===== src/hw/matrix_pkg.sv =====
// Constants shared by the bus matrix.
package matrix_pkg;
  // ----------------------------------------
  // Ports
  // ----------------------------------------
  localparam int NUM_MASTERS = 5;
  localparam int NUM_SLAVES  = 5;
  localparam int M_INSTR = 0;
  localparam int M_DATA  = 1;
  localparam int M_DMA   = 2;
  localparam int M_LCD   = 3;
  localparam int M_USB   = 4;
  localparam logic [2:0] S_SRAM = 3'h0;
  localparam logic [2:0] S_ROM  = 3'h1;
  localparam logic [2:0] S_HREG = 3'h2;
  localparam logic [2:0] S_EBI  = 3'h3;
  localparam logic [2:0] S_PERI = 3'h4;
  // ----------------------------------------
  // Address map
  // ----------------------------------------
  localparam logic [3:0]  AREA_INT    = 4'h0;
  localparam logic [3:0]  AREA_EXT_LO = 4'h1;
  localparam logic [3:0]  AREA_EXT_HI = 4'h8;
  localparam logic [3:0]  AREA_PERI   = 4'hf;
  localparam logic [7:0]  MB_BOOT     = 8'h00;
  localparam logic [7:0]  MB_ROM      = 8'h04;
  localparam logic [7:0]  MB_SRAM     = 8'h03;
  localparam logic [7:0]  MB_USB      = 8'h05;
  localparam logic [7:0]  MB_LCD      = 8'h06;
  // ----------------------------------------
  // Transfer sizes and arbitration
  // ----------------------------------------
  localparam logic [1:0] SIZE_BYTE = 2'h0;
  localparam logic [1:0] SIZE_HALF = 2'h1;
  localparam logic [1:0] SIZE_WORD = 2'h2;
  localparam logic [1:0] DEF_NONE  = 2'h0;
  localparam logic [1:0] DEF_LAST  = 2'h1;
  localparam logic [1:0] DEF_FIXED = 2'h2;
  localparam logic [7:0] SLOT_RESET = 8'h10;
  localparam logic [4:0] SMC_BOOT_WIDTH_BITS = 5'h10;
endpackage


===== src/hw/bus_matrix.sv =====
// Five-master, five-slave bus matrix with decode, arbitration and boot remap.
`timescale 1ns/1ps
`default_nettype none
module bus_matrix
  import matrix_pkg::*;
#(
  parameter int NM = NUM_MASTERS,
  parameter int NS = NUM_SLAVES
) (
  // Clock and reset
  input  wire logic            CLK_I,
  input  wire logic            RSTN_I,
  // Boot, remap and arbitration control
  input  wire logic            BOOT_SELECT_PIN_I,
  input  wire logic [NM-1:0]   REMAP_SET_I,
  input  wire logic [NS*2-1:0] DEF_MODE_I,
  input  wire logic [NS*3-1:0] DEF_MASTER_I,
  input  wire logic [NS*8-1:0] SLOT_LIMIT_I,
  // Master side
  input  wire logic [NM-1:0]   M_REQ_I,
  input  wire logic [NM*32-1:0] M_ADDR_I,
  input  wire logic [NM*2-1:0] M_SIZE_I,
  input  wire logic [NM-1:0]   M_WRITE_I,
  input  wire logic [NM*32-1:0] M_WDATA_I,
  output logic      [NM-1:0]   M_GNT_O,
  output logic      [NM-1:0]   M_ABORT_O,
  output logic      [NM*32-1:0] M_RDATA_O,
  // Slave side
  output logic      [NS-1:0]   S_SEL_O,
  output logic      [NS*32-1:0] S_ADDR_O,
  output logic      [NS*2-1:0] S_SIZE_O,
  output logic      [NS-1:0]   S_WRITE_O,
  output logic      [NS*32-1:0] S_WDATA_O,
  input  wire logic [NS*32-1:0] S_RDATA_I,
  // External chip selects and boot setup
  output logic      [7:0]      EXT_CS_N_O,
  output logic                 BOOT_SLOW_CLK_O,
  output logic                 BOOT_BUS16_O
);
  // ----------------------------------------
  // State
  // ----------------------------------------
  typedef struct packed {
    logic              boot_sel;
    logic [NM-1:0]     remap;
    logic [NS-1:0][2:0] owner;
    logic [NS-1:0]     busy;
    logic [NS-1:0][7:0] slot;
    logic [NS-1:0][2:0] last;
    logic [NM-1:0]     gnt;
    logic [NM-1:0]     abort;
    logic [NM-1:0][31:0] rdata;
    logic [NS-1:0]     sel;
    logic [NS-1:0][31:0] saddr;
    logic [NS-1:0][1:0] ssize;
    logic [NS-1:0]     swr;
    logic [NS-1:0][31:0] swdata;
    logic [7:0]        cs_n;
  } state_type;
  state_type st_r;
  state_type st_nxt;
  logic [NM-1:0][2:0] dec_slave;
  logic [NM-1:0]      dec_ok;
  logic [NM-1:0][2:0] dec_cs;
  // ----------------------------------------
  // Per-master decoders
  // ----------------------------------------
  // master index is port
  genvar gm;
  generate
    for (gm = 0; gm < NM; gm++) begin : g_dec
      logic [3:0] area;
      logic [7:0] mb;
      assign area = M_ADDR_I[gm*32+28 +: 4];
      assign mb   = M_ADDR_I[gm*32+20 +: 8];
      always_comb begin
        dec_slave[gm] = S_SRAM;
        dec_ok[gm]    = 1'b0;
        dec_cs[gm]    = 3'h0;
        if (area == AREA_INT) begin
          if (mb == MB_BOOT) begin
            dec_ok[gm] = 1'b1;
            // boot layout for every master port, picked by its own remap bit
            if (st_r.remap[gm]) begin
              dec_slave[gm] = S_SRAM;
            end else if (st_r.boot_sel) begin
              dec_slave[gm] = S_ROM;
            end else begin
              dec_slave[gm] = S_EBI;
              dec_cs[gm]    = 3'h0;
            end
          end else if (mb == MB_ROM) begin
            dec_ok[gm]    = 1'b1;
            dec_slave[gm] = S_ROM;
          end else if (mb == MB_SRAM) begin
            dec_ok[gm]    = 1'b1;
            dec_slave[gm] = S_SRAM;
          end else if (mb == MB_USB || mb == MB_LCD) begin
            dec_ok[gm]    = 1'b1;
            dec_slave[gm] = S_HREG;
          end
        end else if (area >= AREA_EXT_LO && area <= AREA_EXT_HI) begin
          dec_ok[gm]    = 1'b1;
          dec_slave[gm] = S_EBI;
          dec_cs[gm]    = 3'(area - AREA_EXT_LO);
        end else if (area == AREA_PERI) begin
          dec_ok[gm]    = 1'b1;
          dec_slave[gm] = S_PERI;
        end
      end
    end
  endgenerate
  // ----------------------------------------
  // Arbiters and data paths
  // ----------------------------------------
  // Grants are decided each cycle from the previous owner, so a master
  // sees its grant one cycle after the request; this keeps paths short.
  always_comb begin
    logic [2:0] cand;
    logic       found;
    logic [2:0] idx;
    cand  = 3'h0;
    found = 1'b0;
    idx   = 3'h0;
    st_nxt = st_r;
    st_nxt.gnt   = '0;
    st_nxt.abort = '0;
    st_nxt.cs_n  = 8'hff;
    st_nxt.remap = st_r.remap | REMAP_SET_I;
    for (int m = 0; m < NM; m++) begin
      if (M_REQ_I[m] && !dec_ok[m]) begin
        st_nxt.abort[m] = 1'b1;
      end
    end
    for (int s = 0; s < NS; s++) begin
      found = 1'b0;
      cand  = 3'h0;
      if (st_r.busy[s] && M_REQ_I[st_r.owner[s]] && dec_ok[st_r.owner[s]] &&
          dec_slave[st_r.owner[s]] == 3'(s) &&
          st_r.slot[s] < SLOT_LIMIT_I[s*8 +: 8]) begin
        found = 1'b1;
        cand  = st_r.owner[s];
      end else begin
        for (int k = 1; k <= NM; k++) begin
          idx = 3'((int'(st_r.last[s]) + k) % NM);
          if (!found && M_REQ_I[idx] && dec_ok[idx] && dec_slave[idx] == 3'(s)) begin
            found = 1'b1;
            cand  = idx;
          end
        end
      end
      st_nxt.busy[s] = found;
      st_nxt.sel[s]  = found;
      if (found) begin
        st_nxt.slot[s]  = (found && cand == st_r.owner[s] && st_r.busy[s]) ?
                          8'(st_r.slot[s] + 8'h01) : 8'h01;
        st_nxt.owner[s] = cand;
        st_nxt.last[s]  = cand;
        st_nxt.gnt[cand] = 1'b1;
        st_nxt.saddr[s]  = M_ADDR_I[cand*32 +: 32];
        st_nxt.ssize[s]  = M_SIZE_I[cand*2 +: 2];
        st_nxt.swr[s]    = M_WRITE_I[cand];
        st_nxt.swdata[s] = M_WDATA_I[cand*32 +: 32];
        if (3'(s) == S_EBI) begin
          st_nxt.cs_n[dec_cs[cand]] = 1'b0;
        end
      end else begin
        st_nxt.slot[s] = 8'h00;
        case (DEF_MODE_I[s*2 +: 2])
          DEF_NONE: st_nxt.owner[s] = st_r.owner[s];
          DEF_LAST: st_nxt.owner[s] = st_r.last[s];
          DEF_FIXED: st_nxt.owner[s] = DEF_MASTER_I[s*3 +: 3];
          default: st_nxt.owner[s] = st_r.owner[s];
        endcase
        st_nxt.last[s] = (DEF_MODE_I[s*2 +: 2] == DEF_FIXED) ?
                         DEF_MASTER_I[s*3 +: 3] : st_r.last[s];
      end
    end
    for (int m = 0; m < NM; m++) begin
      if (dec_ok[m]) begin
        st_nxt.rdata[m] = S_RDATA_I[32*int'(dec_slave[m]) +: 32];
      end
    end
  end
  // ----------------------------------------
  // Registers
  // ----------------------------------------
  always_ff @(posedge CLK_I) begin
    if (!RSTN_I) begin
      st_r <= '0;
      st_r.cs_n <= 8'hff;
      st_r.boot_sel <= BOOT_SELECT_PIN_I;
      st_r.remap <= '0;
    end else begin
      st_r <= st_nxt;
    end
  end
  // ----------------------------------------
  // Outputs
  // ----------------------------------------
  assign M_GNT_O   = st_r.gnt;
  assign M_ABORT_O = st_r.abort;
  assign M_RDATA_O = st_r.rdata;
  assign S_SEL_O   = st_r.sel;
  assign S_ADDR_O  = st_r.saddr;
  assign S_SIZE_O  = st_r.ssize;
  assign S_WRITE_O = st_r.swr;
  assign S_WDATA_O = st_r.swdata;
  assign EXT_CS_N_O = st_r.cs_n;
  // external boot runs slow with 16-bit bus
  assign BOOT_SLOW_CLK_O = ~st_r.boot_sel;
  assign BOOT_BUS16_O    = ~st_r.boot_sel;
  // ----------------------------------------
  // Checks
  // ----------------------------------------
  a_abort_no_sel: assert property (@(posedge CLK_I) disable iff (!RSTN_I)
    (M_REQ_I[0] && M_ADDR_I[31:28] == 4'ha) |=> M_ABORT_O[0] && !M_GNT_O[0])
    else $error("unused area not aborted");
  a_rom_base: assert property (@(posedge CLK_I) disable iff (!RSTN_I)
    (M_REQ_I[0] && M_ADDR_I[31:20] == 12'h004 && M_REQ_I[4:1] == 4'h0) |=> S_SEL_O[1])
    else $error("rom not selected at base");
  a_peri_area: assert property (@(posedge CLK_I) disable iff (!RSTN_I)
    (M_REQ_I == 5'h01 && M_ADDR_I[31:28] == 4'hf) |=> S_SEL_O[4])
    else $error("peripheral area missed");
  a_ext_cs: assert property (@(posedge CLK_I) disable iff (!RSTN_I)
    (M_REQ_I == 5'h01 && M_ADDR_I[31:28] == 4'h5) |=> !EXT_CS_N_O[4])
    else $error("chip select wrong");
  a_remap_sticky: assert property (@(posedge CLK_I) disable iff (!RSTN_I)
    st_r.remap[0] |=> st_r.remap[0])
    else $error("remap lost");
  a_boot_hold: assert property (@(posedge CLK_I) disable iff (!RSTN_I)
    ##1 $stable(st_r.boot_sel))
    else $error("boot select changed");
  a_one_gnt: assert property (@(posedge CLK_I) disable iff (!RSTN_I)
    $countones(S_SEL_O) <= $countones(M_GNT_O))
    else $error("grant count mismatch");
  a_boot_rom: assert property (@(posedge CLK_I) disable iff (!RSTN_I)
    (M_REQ_I == 5'h01 && M_ADDR_I[31:20] == 12'h000 && !st_r.remap[0] && st_r.boot_sel)
    |=> S_SEL_O[1])
    else $error("boot rom not at zero");
  a_remap_sram: assert property (@(posedge CLK_I) disable iff (!RSTN_I)
    (M_REQ_I == 5'h01 && M_ADDR_I[31:20] == 12'h000 && st_r.remap[0]) |=> S_SEL_O[0])
    else $error("sram not at zero after remap");
  a_ext_boot: assert property (@(posedge CLK_I) disable iff (!RSTN_I)
    (M_REQ_I == 5'h01 && M_ADDR_I[31:20] == 12'h000 && !st_r.remap[0] && !st_r.boot_sel)
    |=> !EXT_CS_N_O[0])
    else $error("external boot chip select missed");
  a_usb_regs: assert property (@(posedge CLK_I) disable iff (!RSTN_I)
    (M_REQ_I == 5'h10 && M_ADDR_I[4*32+20 +: 12] == 12'h005) |=> S_SEL_O[2])
    else $error("usb host registers missed");
  a_lcd_regs: assert property (@(posedge CLK_I) disable iff (!RSTN_I)
    (M_REQ_I == 5'h04 && M_ADDR_I[2*32+20 +: 12] == 12'h006) |=> S_SEL_O[2])
    else $error("display interface missed");
  a_abort_idle: assert property (@(posedge CLK_I) disable iff (!RSTN_I)
    (M_REQ_I == 5'h02 && M_ADDR_I[32+28 +: 4] == 4'hb) |=> M_ABORT_O[1] && S_SEL_O == '0)
    else $error("slave selected on abort");
  a_remap_clear: assert property (@(posedge CLK_I)
    !RSTN_I |=> st_r.remap == '0)
    else $error("remap not cleared by reset");
  c_remap: cover property (@(posedge CLK_I) disable iff (!RSTN_I) REMAP_SET_I[0]);
  c_abort: cover property (@(posedge CLK_I) disable iff (!RSTN_I) M_ABORT_O[1]);
  c_contend: cover property (@(posedge CLK_I) disable iff (!RSTN_I) M_GNT_O[0] ##1 M_GNT_O[1]);
  c_slot_break: cover property (@(posedge CLK_I) disable iff (!RSTN_I) M_GNT_O[2] ##1 M_GNT_O[4]);
  c_ext_boot: cover property (@(posedge CLK_I) disable iff (!RSTN_I) !st_r.boot_sel && S_SEL_O[3]);
endmodule
`default_nettype wire


===== config.mk =====
export PLATFORM = sky130hd
export DESIGN_NAME = bus_matrix
export DESIGN_NICKNAME = d
export VERILOG_FILES = /design/src/hw/matrix_pkg.sv /design/src/hw/bus_matrix.sv
export SDC_FILE = /design/constraint.sdc
export NUM_CORES = 2
export LEC_CHECK = 0
export ABC_AREA = 0
export BUFFER_PORTS_ARGS = -buffer_cell sky130_fd_sc_hd__buf_2
export CORE_AREA = 2 2 420 422
export CTS_BUF_LIST = sky130_fd_sc_hd__clkbuf_8
export DETAILED_ROUTE_END_ITERATION = 10
export DIE_AREA = 0 0 422 424
export GPL_ROUTABILITY_DRIVEN = 0
export PLACE_DENSITY = 0.5
export SYNTH_ARGS = -nofsm -noshare
export SYNTH_HDL_FRONTEND = slang
export SYNTH_SLANG_ARGS = --single-unit

===== constraint.sdc =====
create_clock -name CLK_I -period 11 [get_ports CLK_I]
set_clock_uncertainty 0.05 [all_clocks]
set_input_delay 1.65 -clock CLK_I [delete_from_list [all_inputs] [get_ports CLK_I]]
set_output_delay 1.65 -clock CLK_I [all_outputs]
set_load 0.02 [all_outputs]

==> flow_summary.yaml <==
routing:
  drtAntennaViolNets: 0
  first_pass_iters: 9
  drtIter0Drc: 7117
  finalWirelength_um: 281000
  wl_per_cell_um: 29.5
  vias: 58600
  drcViolationCount: 0
  vias_per_cell: 6.14
timing:
  max_clock_freq_mhz: 130
  period_share: 0.697
  fin_setup_tns_ns: 0
  worst_pin_slew_ns: 1.26
  final_hold_viol_count: 0
  setup_violations: 0
  post-route-min-period_ns: 7.66
  layout_setup_ws_ns: 3.34
  relSlewSlack: 0.157
  finalMaxSlewViolations: 0
  rsz0062_at_grt: "false"
floorplanning:
  die_h_um: 424
  core_mm2: 0.175
  rows: 154
  die_x_um: 422
  die_area_mm2: 0.179
  ioPinCount: 1093
  start_util: 0.302
finish:
  mostFrequentLayoutCell: "buf_2"
  mostFrequentLayoutCells: "buf_2, dfxtp_1, a21oi_1, nand2_1, nor2_1"
  multi_input_area_mm2: 0.0340
  final_nets: 7790
  area_growth_pct: 11.6
  drive_gt1_frac: 0.227
  nFillCells: 18900
  seqCellArea_mm2: 0.0119
synth:
  synth_seq_cells: 594
  synthCells: 6838
  synth_edf_count: 1
  synth-seq-area-share: 0.226
  ys_warn_count: 0
  mappedNetlistNets: 7589
  netlist_area_mm2: 0.0528
  synth_flop_cell: "dfxtp_1"
  synth_cell_types: 125
  syn_avg_cell_area_um2: 7.71
  synthArstFlopShare: 0
place:
  port_buffers: 1092
  post-place-ws_ns: 3.22
  place_hpwl_um: 192000
critical_path:
  cpPeakStageDelay_ns: 0.74
  setup.worst_path.class: "flop to flop"
  worstPathArrival_ns: 8.38
  path_max_fanout: 74
  crit_required_ns: 11.71
  worstSetupStartpointType: "flop"
  critical-path-slowest-cell: "and2_4"
  r2r_start: "st_r[527]"
  cp_common_cell: "ha_1"
  critPathBufInv: 6
  critical-path-top-delay-family: "compound AO/OA/AOI/OAI gates"
  startpoint: "st_r[527]"
  crit_path_end_kind: "flop"
global_route:
  grt_usage: 0.295
  grt_pass1_vias: 54500
  grt_busiest_layer: "met2"
  gr-total-overflow: 0
  grt_max_degree: 146
  grt_antenna_before_repair: 104
  grtUsageMet1: 0.351
  use_met2: 0.476
  grt_pass1_wl_um: 396000
  globalRouteMet3Util: 0.0720
cts:
  cts_resized: 0
  htreeDepth: 3
  cts.clk_slew.worst_paths_ns: 0.07
  cts_hold_buf: 0
  cts_buffers: 121
  insertion_delay_ns: 0.94
  cts_tree: "yes"
  cts_sinks: 594
  cts_buffer_depth: 3
  post_cts_buffers: 0
  clock_tree.root_cell: "clkbuf_8"
run:
  maxCapViolCount: 0
power_and_ir_drop:
  power_per_cell_area_mw_per_mm2: 341
  power.leakage_nw: 26.0
  max-vdd-ir-drop_mv: 0.608
min_path:
  hp-start: "S_ADDR_O[86]"
  hold_path_class: "flop to flop"
run_status:
  status: "completed"
## worst register-to-register path, stage by stage, from the launching register on
cell	delay, ns
dfxtp_1	0.31
buf_4	0.31
clkinv_1	0.37
ha_1	0.44
xnor2_1	0.32
inv_2	0.11
ha_1	0.22
nor2_1	0.20
a21oi_1	0.12
xnor2_1	0.28
inv_1	0.10
ha_1	0.24
inv_1	0.06
o22ai_1	0.07
o22ai_1	0.34
mux2i_1	0.51
mux2_2	0.41
a21oi_1	0.19
nor2_1	0.09
o41ai_2	0.48
and2_4	0.74
nor2_4	0.23
buf_4	0.45
a311o_1	0.57
o21ba_2	0.26
nand2_1	0.05
## path summary, 6_finish.rpt
kind	endpoint	slack, ns	cells past startpoint
max	EXT_CS_N_O[3]	3.34	25
min	S_ADDR_O[86]	0.43	2
max reg2reg	EXT_CS_N_O[3]	3.34	25
min reg2reg	S_ADDR_O[86]	0.43	2
## stage by stage
step	utilization	cells	total power [W]	cell area [µm²]	hold WS, ns
floorplan	-	6838	0.0130	52800	0.392
global placement	0.320	9256	0.0168	56000	0.401
detailed placement	0.320	9256	0.0170	56000	0.410
CTS	0.336	9483	0.0198	58700	0.424
global route	0.336	9536	0.0210	58900	0.437
finish	0.337	9546	0.0201	58900	0.427
## report_power, final
part	internal [W]	leakage, nW	switching [W]
clock network	0.00151	1.53	0.00124
logic	0.00454	19.5	0.00954
registers	0.00276	4.91	0.000473
## cell usage after synthesis, types with 37 or more instances
| cell | number | area, µm² |
|---|---|---|
| xor2_1 | 37 | 324 |
| nor3_1 | 72 | 360 |
| a22o_1 | 49 | 429 |
| nand3_1 | 87 | 435 |
| mux2i_1 | 270 | 2700 |
| o21ai_0 | 427 | 2140 |
| dfxtp_1 | 593 | 11900 |
| xnor2_1 | 61 | 534 |
| o21ai_1 | 55 | 275 |
| nor2b_1 | 39 | 244 |
| a21oi_1 | 538 | 2690 |
| mux2_1 | 88 | 991 |
| nor2_1 | 528 | 1980 |
| buf_2 | 78 | 390 |
| buf_4 | 546 | 4100 |
| ha_1 | 177 | 2210 |
| a221oi_1 | 169 | 1480 |
| o211ai_1 | 40 | 300 |
| mux2_2 | 58 | 653 |
| a31oi_1 | 56 | 350 |
| a311oi_1 | 109 | 955 |
| a22oi_1 | 106 | 796 |
| a221o_1 | 233 | 2330 |
| a211oi_1 | 198 | 1490 |
| clkbuf_1 | 434 | 1630 |
| o22ai_1 | 140 | 876 |
| nand2b_1 | 58 | 363 |
| nand2_1 | 533 | 2000 |
| inv_1 | 223 | 837 |
| and3_1 | 97 | 607 |
| o221a_1 | 44 | 495 |
## cell families after synthesis
logic type	Yosys count	share of synthesized area
AO/OA/AOI/OAI	2512	0.339
XOR/XNOR	101	0.0174
adder cells (fa/ha/maj)	180	0.0427
buffers and inverters	1336	0.137
flip-flops	594	0.226
multiplexers	422	0.0850
AND/OR/NAND/NOR	1693	0.154
## metal layers
layer	vias up	routed length, µm
met1	28300	107000
met5	-	240
li1	25800	-
met3	841	27300
met2	3649	129000
met4	36	17400
## sequential cells by signal (all words and copies together), names as in the netlist
| name | cells |
|---|---|
| st_nxt | 1 |
| S_ADDR_O | 160 |
| S_SIZE_O | 10 |
| M_GNT_O | 5 |
| S_SEL_O | 5 |
| S_WRITE_O | 5 |
| EXT_CS_N_O | 8 |
| S_WDATA_O | 160 |
| M_RDATA_O | 160 |
| st_r | 75 |
| M_ABORT_O | 5 |
## cell type report
class,instances,share of cell area
multi-input cells,4908,0.578
flip-flops and latches,594,0.202
repair buffers,1178,0.105
well taps,2340,0.0497
clock buffers,159,0.0372
inverters,236,0.0151
clock inverters,68,0.00975
diodes,63,0.00268
Power figures use the tool's default switching activity.
